$ cat src/shared_pin_io_cfg.svh
// Constants of the shared pin port block: addresses, reset values, masks,
// port indices and machine cycle timing.
// Assumes inclusion by bare name from every file that needs it.
`ifndef SHARED_PIN_IO_CFG_SVH
`define SHARED_PIN_IO_CFG_SVH

// -----------------------------------------------------------------
// Special function register addresses
// -----------------------------------------------------------------
`define ADDR_PORT1 8'h90
`define ADDR_PORT3 8'hb0
`define ADDR_EXTRA_PORT 8'hd8

// -----------------------------------------------------------------
// Reset values and masks
// -----------------------------------------------------------------
`define PORT8_RESET 8'hff
`define EXTRA_PORT_RESET 8'h0f
`define EXTRA_PORT_MASK 8'h0f
`define FULL_PORT_MASK 8'hff

// -----------------------------------------------------------------
// Machine cycle timing (one state per clock, 100 MHz clock)
// -----------------------------------------------------------------
`define CLK_PERIOD_NS 10
`define STATES_PER_MCYCLE 4'hc
`define STATE_ONE 4'h1
`define STATE_NINE 4'h9
`define STATE_TEN 4'ha
`define STATE_TWELVE 4'hc

// -----------------------------------------------------------------
// Port indices inside the packed port arrays
// -----------------------------------------------------------------
`define IDX_PORT1 2'h0
`define IDX_PORT3 2'h1
`define IDX_EXTRA 2'h2

`endif

$ cat src/shared_pin_io_pkg.sv
// Types of the shared pin port block: read-modify-write operations and
// the packed state of the port logic.
// Assumes the configuration header is compiled alongside.
package shared_pin_io_pkg;

  // Read-modify-write operations that take the register, not the pin; RMW_NONE is a plain pin read
  typedef enum logic [3:0] {
    RMW_NONE, RMW_AND, RMW_OR, RMW_XOR, RMW_JBC, RMW_CPL,
    RMW_INC, RMW_DEC, RMW_DJNZ, RMW_MOVC, RMW_CLR, RMW_SETB
  } rmw_op_e;

  // Index 0 is port 1, index 1 is port 3, index 2 is the extra port
  typedef logic [2:0][7:0] port_vec_t;

  typedef struct packed {
    logic [3:0] mstate;
    port_vec_t port_reg;
    port_vec_t pend;
    logic [2:0] pend_v;
    port_vec_t out_stage;
    port_vec_t smp;
    port_vec_t sync1;
    port_vec_t sync2;
    logic [7:0] rdata;
    logic rvalid;
    logic rflag;
  } io_state_s;

endpackage

$ cat src/rmw_if.sv
// Carrier between the port control logic and its read-modify-write unit.
// Assumes both ends sit on the same clock; the unit is purely combinational.
`timescale 1ns/100ps
`default_nettype none
interface rmw_if;
  shared_pin_io_pkg::rmw_op_e op;
  logic [2:0] bit_sel;
  logic [7:0] operand;
  logic carry;
  logic [7:0] cur;
  logic [7:0] result;
  logic flag;
  modport alu (input op, input bit_sel, input operand, input carry, input cur,
               output result, output flag);
  modport ctl (output op, output bit_sel, output operand, output carry, output cur,
               input result, input flag);
endinterface
`default_nettype wire

$ cat src/port_rmw_alu.sv
// Combinational read-modify-write unit for the port registers.
// Assumes the caller presents the register value, never the pin level.
`timescale 1ns/100ps
`default_nettype none
module port_rmw_alu (
  rmw_if.alu bus
);

  // -----------------------------------------------------------------
  // Operation decode; flag carries the jump condition where one exists
  // -----------------------------------------------------------------
  always_comb begin
    bus.result = bus.cur;
    bus.flag = 1'h0;
    unique case (bus.op)
      shared_pin_io_pkg::RMW_NONE: begin
        bus.result = bus.cur;
      end
      shared_pin_io_pkg::RMW_AND: begin
        bus.result = bus.cur & bus.operand;
      end
      shared_pin_io_pkg::RMW_OR: begin
        bus.result = bus.cur | bus.operand;
      end
      shared_pin_io_pkg::RMW_XOR: begin
        bus.result = bus.cur ^ bus.operand;
      end
      shared_pin_io_pkg::RMW_JBC: begin
        bus.flag = bus.cur[bus.bit_sel];
        bus.result[bus.bit_sel] = 1'h0;
      end
      shared_pin_io_pkg::RMW_CPL: begin
        bus.result[bus.bit_sel] = ~bus.cur[bus.bit_sel];
      end
      shared_pin_io_pkg::RMW_INC: begin
        bus.result = bus.cur + 8'h01;
      end
      shared_pin_io_pkg::RMW_DEC: begin
        bus.result = bus.cur - 8'h01;
      end
      shared_pin_io_pkg::RMW_DJNZ: begin
        bus.result = bus.cur - 8'h01;
        bus.flag = (bus.cur != 8'h01);
      end
      shared_pin_io_pkg::RMW_MOVC: begin
        bus.result[bus.bit_sel] = bus.carry;
      end
      shared_pin_io_pkg::RMW_CLR: begin
        bus.result[bus.bit_sel] = 1'h0;
      end
      shared_pin_io_pkg::RMW_SETB: begin
        bus.result[bus.bit_sel] = 1'h1;
      end
    endcase
  end

endmodule
`default_nettype wire

$ cat src/shared_pin_io_ports.sv
// Port logic for ports 1, 3 and the four-pin extra port, with alternate
// function sharing, register/pin read paths and machine cycle timing.
// Assumes the core drives the register strobes on this clock; pins are
// asynchronous and pass two flip-flops before any use.
// Functional notes
// P1.0, P1.1 feed timer 2 inputs
// P1.3..P1.7 carry pulse channels 0..4
// P3.0 serial receive, or sync data line
// P3.1 transmit data, or sync shift clock
// P3.2, P3.3 feed interrupts and timer gates
// P3.4, P3.5 feed timer 0/1 counts
// P3.6/P3.7 drive external write/read strobes
// Extra port register decoded at D8 hex
// Extra register low four bits drive pins
// Extra pins released high after reset
// Read-modify-write takes operand from register
// Plain reads return sampled pin levels
// Full set of register-sourced operations supported
// Register updates at state twelve only
// Output stage lags register one machine cycle
// Port 1 pins sampled at state nine
// Port 3 pins sampled at state ten
// Outside inputs held over one machine cycle
// Software avoids writing extra port when tied
// Zero pulls pin low, one releases it
// Software writes one before using input
// Low alternate output also pulls pin low
`include "shared_pin_io_cfg.svh"
`timescale 1ns/100ps
`default_nettype none
module shared_pin_io_ports (
  input wire logic clock,
  input wire logic nrst,
  input wire logic [7:0] sfr_addr,
  input wire logic sfr_wr,
  input wire logic [7:0] sfr_wdata,
  input wire logic sfr_rd,
  input wire shared_pin_io_pkg::rmw_op_e rmw_op,
  input wire logic [2:0] rmw_bit,
  input wire logic [7:0] rmw_operand,
  input wire logic rmw_carry,
  output logic [7:0] sfr_rdata,
  output logic sfr_rvalid,
  output logic rmw_flag,
  input wire logic [7:0] p1_in,
  output logic [7:0] p1_out,
  output logic [7:0] p1_oe,
  input wire logic [7:0] p3_in,
  output logic [7:0] p3_out,
  output logic [7:0] p3_oe,
  input wire logic [3:0] p4_in,
  output logic [3:0] p4_out,
  output logic [3:0] p4_oe,
  input wire logic [4:0] pulse_out_ch,
  input wire logic ser_sync_mode,
  input wire logic ser_data_out,
  input wire logic ser_txd,
  input wire logic ser_shift_clk,
  input wire logic xmem_active,
  input wire logic xmem_wr_n,
  input wire logic xmem_rd_n,
  output logic timer2_count_in,
  output logic timer2_aux_in,
  output logic ser_rx_in,
  output logic ext_irq_in_0,
  output logic ext_irq_in_1,
  output logic timer0_gate_in,
  output logic timer1_gate_in,
  output logic timer0_count_in,
  output logic timer1_count_in
);

  // -----------------------------------------------------------------
  // Reset release
  // -----------------------------------------------------------------
  logic rst_s1_r;
  logic rst_n_sync;

  // Async assert, two-flop release so no flop leaves reset on a runt edge
  always_ff @(posedge clock or negedge nrst) begin
    if (!nrst) begin
      rst_s1_r <= 1'h0;
      rst_n_sync <= 1'h0;
    end else begin
      rst_s1_r <= 1'h1;
      rst_n_sync <= rst_s1_r;
    end
  end

  // -----------------------------------------------------------------
  // Decode helpers
  // -----------------------------------------------------------------
  // Returns {hit, index}; unmapped addresses give no hit
  function automatic logic [2:0] port_decode(input logic [7:0] addr);
    logic [2:0] d;
    d = 3'h0;
    if (addr == `ADDR_PORT1) d = {1'h1, `IDX_PORT1};
    if (addr == `ADDR_PORT3) d = {1'h1, `IDX_PORT3};
    if (addr == `ADDR_EXTRA_PORT) d = {1'h1, `IDX_EXTRA};
    return d;
  endfunction

  function automatic logic [7:0] port_mask(input logic [1:0] idx);
    return (idx == `IDX_EXTRA) ? `EXTRA_PORT_MASK : `FULL_PORT_MASK;
  endfunction

  // Port 1 samples at state nine, port 3 and the extra port at ten
  function automatic logic [3:0] sample_state(input logic [1:0] idx);
    return (idx == `IDX_PORT1) ? `STATE_NINE : `STATE_TEN;
  endfunction

  // -----------------------------------------------------------------
  // State and datapath
  // -----------------------------------------------------------------
  shared_pin_io_pkg::io_state_s state_r;
  shared_pin_io_pkg::io_state_s state_nxt;
  shared_pin_io_pkg::port_vec_t pins_in;
  shared_pin_io_pkg::port_vec_t level;
  logic [2:0] dec;
  logic hit;
  logic [1:0] idx;
  logic [7:0] alt3;
  rmw_if rmw_bus ();

  port_rmw_alu u_alu (
    .bus(rmw_bus)
  );

  assign dec = port_decode(sfr_addr);
  assign hit = dec[2];
  assign idx = dec[1:0];
  assign pins_in = {{4'h0, p4_in}, p3_in, p1_in};

  // Operand view includes a write still waiting for state twelve
  assign rmw_bus.op = rmw_op;
  assign rmw_bus.bit_sel = rmw_bit;
  assign rmw_bus.operand = rmw_operand;
  assign rmw_bus.carry = rmw_carry;
  assign rmw_bus.cur = state_r.pend_v[idx] ? state_r.pend[idx] : state_r.port_reg[idx];

  // Next state: divider, synchronisers, sampling, bus access, commit
  always_comb begin
    state_nxt = state_r;
    state_nxt.mstate = (state_r.mstate == `STATES_PER_MCYCLE) ?
                       `STATE_ONE : state_r.mstate + 4'h1;
    state_nxt.rvalid = sfr_rd;
    state_nxt.rdata = 8'h00;
    state_nxt.rflag = 1'h0;
    for (int i = 0; i < 3; i++) begin
      state_nxt.sync1[i] = pins_in[i] & port_mask(2'(i));
      state_nxt.sync2[i] = state_r.sync1[i];
      // A level shorter than a machine cycle can fall between samples
      if (state_r.mstate == sample_state(2'(i))) begin
        state_nxt.smp[i] = state_r.sync2[i];
      end
    end
    if (hit && sfr_wr) begin
      state_nxt.pend[idx] = sfr_wdata & port_mask(idx);
      state_nxt.pend_v[idx] = 1'h1;
    end
    if (hit && sfr_rd) begin
      if (rmw_op != shared_pin_io_pkg::RMW_NONE) begin
        state_nxt.rdata = rmw_bus.cur;
        state_nxt.rflag = rmw_bus.flag;
        state_nxt.pend[idx] = rmw_bus.result & port_mask(idx);
        state_nxt.pend_v[idx] = 1'h1;
      end else begin
        state_nxt.rdata = state_r.smp[idx];
      end
    end
    // Register and output stage move only at the end of state twelve
    if (state_r.mstate == `STATE_TWELVE) begin
      for (int i = 0; i < 3; i++) begin
        state_nxt.out_stage[i] = state_r.port_reg[i];
        if (state_nxt.pend_v[i]) begin
          state_nxt.port_reg[i] = state_nxt.pend[i];
        end
      end
      state_nxt.pend_v = 3'h0;
    end
  end

  // State register; all ports start released high
  always_ff @(posedge clock or negedge rst_n_sync) begin
    if (!rst_n_sync) begin
      state_r <= '0;
      state_r.mstate <= `STATE_ONE;
      state_r.port_reg <= {`EXTRA_PORT_RESET, `PORT8_RESET, `PORT8_RESET};
      state_r.out_stage <= {`EXTRA_PORT_RESET, `PORT8_RESET, `PORT8_RESET};
    end else begin
      state_r <= state_nxt;
    end
  end

  // -----------------------------------------------------------------
  // Pin drivers: open low driver, pull-up does the high level
  // -----------------------------------------------------------------
  // Port 3 alternate outputs; idle functions sit at one
  assign alt3 = {xmem_rd_n | ~xmem_active,
                 xmem_wr_n | ~xmem_active,
                 4'hf,
                 ser_sync_mode ? ser_shift_clk : ser_txd,
                 ~ser_sync_mode | ser_data_out};
  assign level[0] = state_r.out_stage[0] & {pulse_out_ch, 3'h7};
  assign level[1] = state_r.out_stage[1] & alt3;
  assign level[2] = state_r.out_stage[2];
  assign p1_out = 8'h00;
  assign p3_out = 8'h00;
  assign p4_out = 4'h0;
  assign p1_oe = ~level[0];
  assign p3_oe = ~level[1];
  assign p4_oe = ~level[2][3:0];

  // -----------------------------------------------------------------
  // Alternate inputs and bus answer
  // -----------------------------------------------------------------
  assign timer2_count_in = state_r.sync2[0][0];
  assign timer2_aux_in = state_r.sync2[0][1];
  assign ser_rx_in = state_r.sync2[1][0];
  assign ext_irq_in_0 = state_r.sync2[1][2];
  assign ext_irq_in_1 = state_r.sync2[1][3];
  assign timer0_gate_in = state_r.sync2[1][2];
  assign timer1_gate_in = state_r.sync2[1][3];
  assign timer0_count_in = state_r.sync2[1][4];
  assign timer1_count_in = state_r.sync2[1][5];
  assign sfr_rdata = state_r.rdata;
  assign sfr_rvalid = state_r.rvalid;
  assign rmw_flag = state_r.rflag;
endmodule
`default_nettype wire

$ cat config.mk
export PLATFORM = sky130hd
export DESIGN_NAME = shared_pin_io_ports
export DESIGN_NICKNAME = d
export VERILOG_FILES = /design/src/shared_pin_io_pkg.sv /design/src/rmw_if.sv /design/src/port_rmw_alu.sv /design/src/shared_pin_io_ports.sv
export VERILOG_INCLUDE_DIRS = /design/src
export SDC_FILE = /design/constraint.sdc
export NUM_CORES = 1
export LEC_CHECK = 0
export ABC_CLOCK_PERIOD_IN_PS = 4400
export BUFFER_PORTS_ARGS = -buffer_cell sky130_fd_sc_hd__buf_2
export CAP_MARGIN = 20
export CORE_MARGIN = 1.5
export CORE_UTILIZATION = 25
export CTS_CLUSTER_DIAMETER = 150
export CTS_CLUSTER_SIZE = 28
export DETAILED_ROUTE_END_ITERATION = 6
export PLACE_DENSITY = 0.43
export SYNTH_ARGS = -nofsm -noshare
export SYNTH_HDL_FRONTEND = slang
export SYNTH_SLANG_ARGS = --single-unit
$ cat constraint.sdc
create_clock -name clock -period 4.4 [get_ports clock]
set_input_delay 0.22 -clock clock [delete_from_list [all_inputs] [get_ports clock]]
set_output_delay 0.22 -clock clock [all_outputs]
set_load 0.02 [all_outputs]
==> impl_metrics.py <==
metrics = {
    "status": {
        "status": "finished clean",
    },
    "global_routing": {
        "overall_global_routing_usage": 0.157,
        "antenna_violations_before_repair": 0,
        "wire_length_of_the_first_global_routing_pass_um": 40100,
        "grt_start_max_net_pins": 116,
        "grt-ovfl-total": 0,
        "grt_pass1_vias": 6728,
    },
    "placed_design": {
        "port_buffers": 106,
        "routabilityCongestion": 0.843,
        "place_area_um2": 9010,
        "place_worst_setup_slack_ns": 0.618,
        "hpwlAfterDp_um": 19000,
    },
    "setup_path": {
        "cp_max_fo": 9,
        "timing.critical_path.cells": "nor4bb_1 > o211ai_1 > o21ai_4 > mux2i_2 > ha_1 > xor2_1 > nand3_1 > a21oi_1 > a221oi_1 > nand3_1 > o22ai_2 > a21oi_2 > mux2_2",
        "worst_setup_path_start_kind": "flop",
        "worst_r2r_path_depth": 13,
        "cp_data_arrival_time_ns": 4.04,
        "cp_slowest_stage_delay_ns": 0.45,
        "worst_path_max_delay_cell": "sky130_fd_sc_hd__mux2i_2",
        "crit_path_frequent_cell": "sky130_fd_sc_hd__nand3_1",
        "crit_family": "compound AO/OA/AOI/OAI gates",
        "criticalPathCategory": "flop to flop",
        "end_kind": "flop",
        "crit_required_ns": 4.76,
        "critical_path_buf_inv_count": 0,
        "wp_depth": 13,
        "flop_to_flop_setup_slack_ns": 0.71,
    },
    "synthesis": {
        "synthAdderAreaFrac": 0.0107,
        "synth.avg_cell_area_um2": 9.79,
        "synth_commonest_cells": "sky130_fd_sc_hd__dfrtp_1 (106), sky130_fd_sc_hd__nand2_1 (92), sky130_fd_sc_hd__nor2_1 (58), sky130_fd_sc_hd__o21ai_0 (52), sky130_fd_sc_hd__mux2_2 (42)",
        "synth-xor-area-share": 0.0107,
        "largest_cells_by_area_after_synthesis": "sky130_fd_sc_hd__dfrtp_1 (32%), sky130_fd_sc_hd__dfstp_2 (13%), sky130_fd_sc_hd__mux2_2 (5.8%)",
        "yosysWarningCount": 0,
        "post_synth_and_or_nand_nor_area_fraction": 0.159,
        "synth_top_cell_area_share": 0.325,
        "syn-instance-count": 834,
        "synth_mux_area_frac": 0.0854,
        "async_set_or_reset_flop_fraction_in_the_synthesized_netlist": 1.00,
        "largest_family_of_logic_cells_by_synthesized_area": "compound AO/OA/AOI/OAI gates",
        "synthDistinctLibCells": 85,
        "synth.cell_area_um2": 8170,
        "synth_enable_flop_cells": 0,
        "synth_sequential_area_ratio": 0.457,
        "synth.ff_latch_count": 147,
        "synth_compound_gate_area_share": 0.209,
        "synth_most_common_cell": "sky130_fd_sc_hd__dfrtp_1",
        "synth_top_cell_by_area": "sky130_fd_sc_hd__dfrtp_1",
        "dominantRegCellSynth": "sky130_fd_sc_hd__dfrtp_1",
    },
    "floorplan": {
        "initial_utilization": 0.256,
        "die_area_um2": 33800,
        "chipHeight_um": 184,
        "io-pin-count": 127,
        "num_rows": 65,
        "die_w_um": 184,
        "core_region_area_um2": 31900,
    },
    "routing": {
        "detailedRoute.firstIterationViolations": 448,
        "postRouteAntennaNets": 0,
        "drt_wl_total_um": 25800,
        "first_pass_iters": 5,
        "vias": 6728,
        "drc_errors": 0,
        "average_routed_wire_per_standard_cell_um": 18.5,
        "viasPerCell": 4.84,
    },
    "sta": {
        "tightestPinTransition_ns": 0.735,
        "setup-violations-final": 0,
        "final.min_clock_period_ns": 3.69,
        "final.setup_skew_ns": 0.00892,
        "hold_violations": 0,
        "rsz0062_at_grt": "false",
        "maxSlewViolCount": 0,
        "setup_slack_after_layout_ns": 0.713,
        "maximum_operating_frequency_mhz": 271,
        "tns_ns": 0,
        "max_slew_margin": 0.505,
        "period_share": 0.838,
    },
    "flow_run": {
        "max-cap-violations": 0,
    },
    "worst_hold_path": {
        "min_path_type": "primary input to async pin",
    },
    "final_layout": {
        "num_antenna_cells": 0,
        "fillerInstances": 3360,
        "post_route_cells_drive_above_1_share": 0.286,
        "layout.core_utilization": 0.308,
        "layout.nets": 1016,
        "syn_to_final_growth_pct": 20.3,
        "final_design_area_no_fill_um2": 9820,
    },
    "clock_network": {
        "max-clock-path-buffers": 2,
        "root_buffer": "sky130_fd_sc_hd__clkbuf_16",
        "tritoncts.num_buffers": 17,
        "cts_tree": "done",
        "cts_max_level": 4,
        "gates_resized_cts_repair": 0,
        "clk_latency_ns": 0.43,
        "clk_pin_slew_worst_paths_ns": 0.06,
        "numClockSinks": 147,
    },
    "pwr": {
        "power.ir.vdd_worst_v": 0.000184,
        "p_per_cell_area_nw_per_um2": 345,
        "total_leakage_power_nw": 4.04,
    },
}
[kinds of logic (layout without fill, tap and decap cells)]
| family | after synthesis | after routing |
|---|---|---|
| simple gates | 263 | 263 |
| compound gates | 240 | 240 |
| flops | 147 | 147 |
| buf+inv | 102 | 203 |
| mux | 63 | 63 |
| xor+xnor | 10 | 10 |
| fa+ha+maj | 7 | 7 |
| other cells | 2 | 21 |
[layer usage]
| metal | global-route usage | vias to the layer above | routed length [um] |
|---|---|---|---|
| met5 | 0 | - | 0 |
| met4 | 0.0607 | 0 | 652 |
| met3 | 0.0250 | 39 | 1300 |
| met2 | 0.253 | 254 | 12000 |
| met1 | 0.211 | 3245 | 11900 |
| li1 | - | 3190 | - |
[cell type report]
type	count	area (um2)	area share
clock inverters	13	149	0.0152
well taps	435	544	0.0554
flip-flops and latches	147	3730	0.380
repair buffers	146	898	0.0914
clock buffers	19	443	0.0451
multi-input cells	604	3960	0.403
inverters	25	93.8	0.00955
[path summary, 6_finish.rpt]
| path | startpoint | to |
|---|---|---|
| worst max-delay path | state_r[108]$_DFF_PN0_ | state_r[142]$_DFFE_PN1P_ |
| worst min-delay path | nrst | rst_n_sync$_DFF_PN0_ |
| worst max register to register | state_r[108]$_DFF_PN0_ | state_r[142]$_DFFE_PN1P_ |
| worst min register to register | rst_n_sync$_DFF_PN0_ | state_r[25]$_DFF_PN0_ |
| max in group asynchronous | rst_n_sync$_DFF_PN0_ | state_r[128]$_DFF_PN0_ |
| min in group clock | sfr_wdata[6] | state_r[123]$_DFF_PN0_ |
[metrics by stage]
stage               hold WS, ns  power [W]  cells
finish                    0.102    0.00339   1389
global route             0.0832    0.00355   1389
CTS                      0.0857    0.00343   1389
detailed placement      0.00868    0.00194   1335
global placement        0.00800    0.00194   1335
floorplan               -0.0756    0.00179    853
[report_power, final]
part	internal (W)	leakage [nW]	switching [W]
clock	0.000858	0.281	0.000603
combinational	0.000182	2.02	0.000292
sequential	0.00142	1.74	0.0000438
total	0.00246	4.04	0.000938
[worst register-to-register path, cell delays in order (launching register included)]
cell and delay, ns:
sky130_fd_sc_hd__dfrtp_1 0.42, sky130_fd_sc_hd__nor4bb_1 0.34, sky130_fd_sc_hd__o211ai_1 0.28, sky130_fd_sc_hd__o21ai_4 0.27, sky130_fd_sc_hd__mux2i_2 0.45, sky130_fd_sc_hd__ha_1 0.33, sky130_fd_sc_hd__xor2_1 0.15, sky130_fd_sc_hd__nand3_1 0.10
sky130_fd_sc_hd__a21oi_1 0.07, sky130_fd_sc_hd__a221oi_1 0.34, sky130_fd_sc_hd__nand3_1 0.15, sky130_fd_sc_hd__o22ai_2 0.33, sky130_fd_sc_hd__a21oi_2 0.11, sky130_fd_sc_hd__mux2_2 0.27
[sequential cells by signal (all words and copies together), names as in the netlist]
| signal | count |
|---|---|
| ext_irq_in_0 | 1 |
| ext_irq_in_1 | 1 |
| level | 4 |
| rmw_flag | 1 |
| rst_n_sync | 1 |
| rst_s1_r | 1 |
| ser_rx_in | 1 |
| sfr_rdata | 8 |
| sfr_rvalid | 1 |
| state_nxt | 20 |
| state_r | 104 |
| timer0_count_in | 1 |
| timer1_count_in | 1 |
| timer2_aux_in | 1 |
| timer2_count_in | 1 |
[layout by cell type (no fill, tap or decap), drive strengths merged, types with 12 or more instances in the layout]
cell type / instances
and2: 13
inv: 28
nand2b: 12
a211oi: 17
nor3: 12
a21oi: 40
o21ai: 64
and3: 12
clkbuf: 19
o22ai: 13
dfrtp: 106
mux2i: 19
a22oi: 28
buf: 124
o2bb2ai: 12
conb: 21
nand3: 23
nor2b: 12
dfstp: 41
mux2: 44
dlygate4sd3: 22
nor2: 58
nand2: 93
[repair_timing]
item / CTS / global route
buffers inserted: 0 / 0
endpoints found under the setup margin: 0 / 0
endpoints found under the hold margin: 23 / 0
hold buffers: 22 / 0
(Power assumes the default switching activity.)
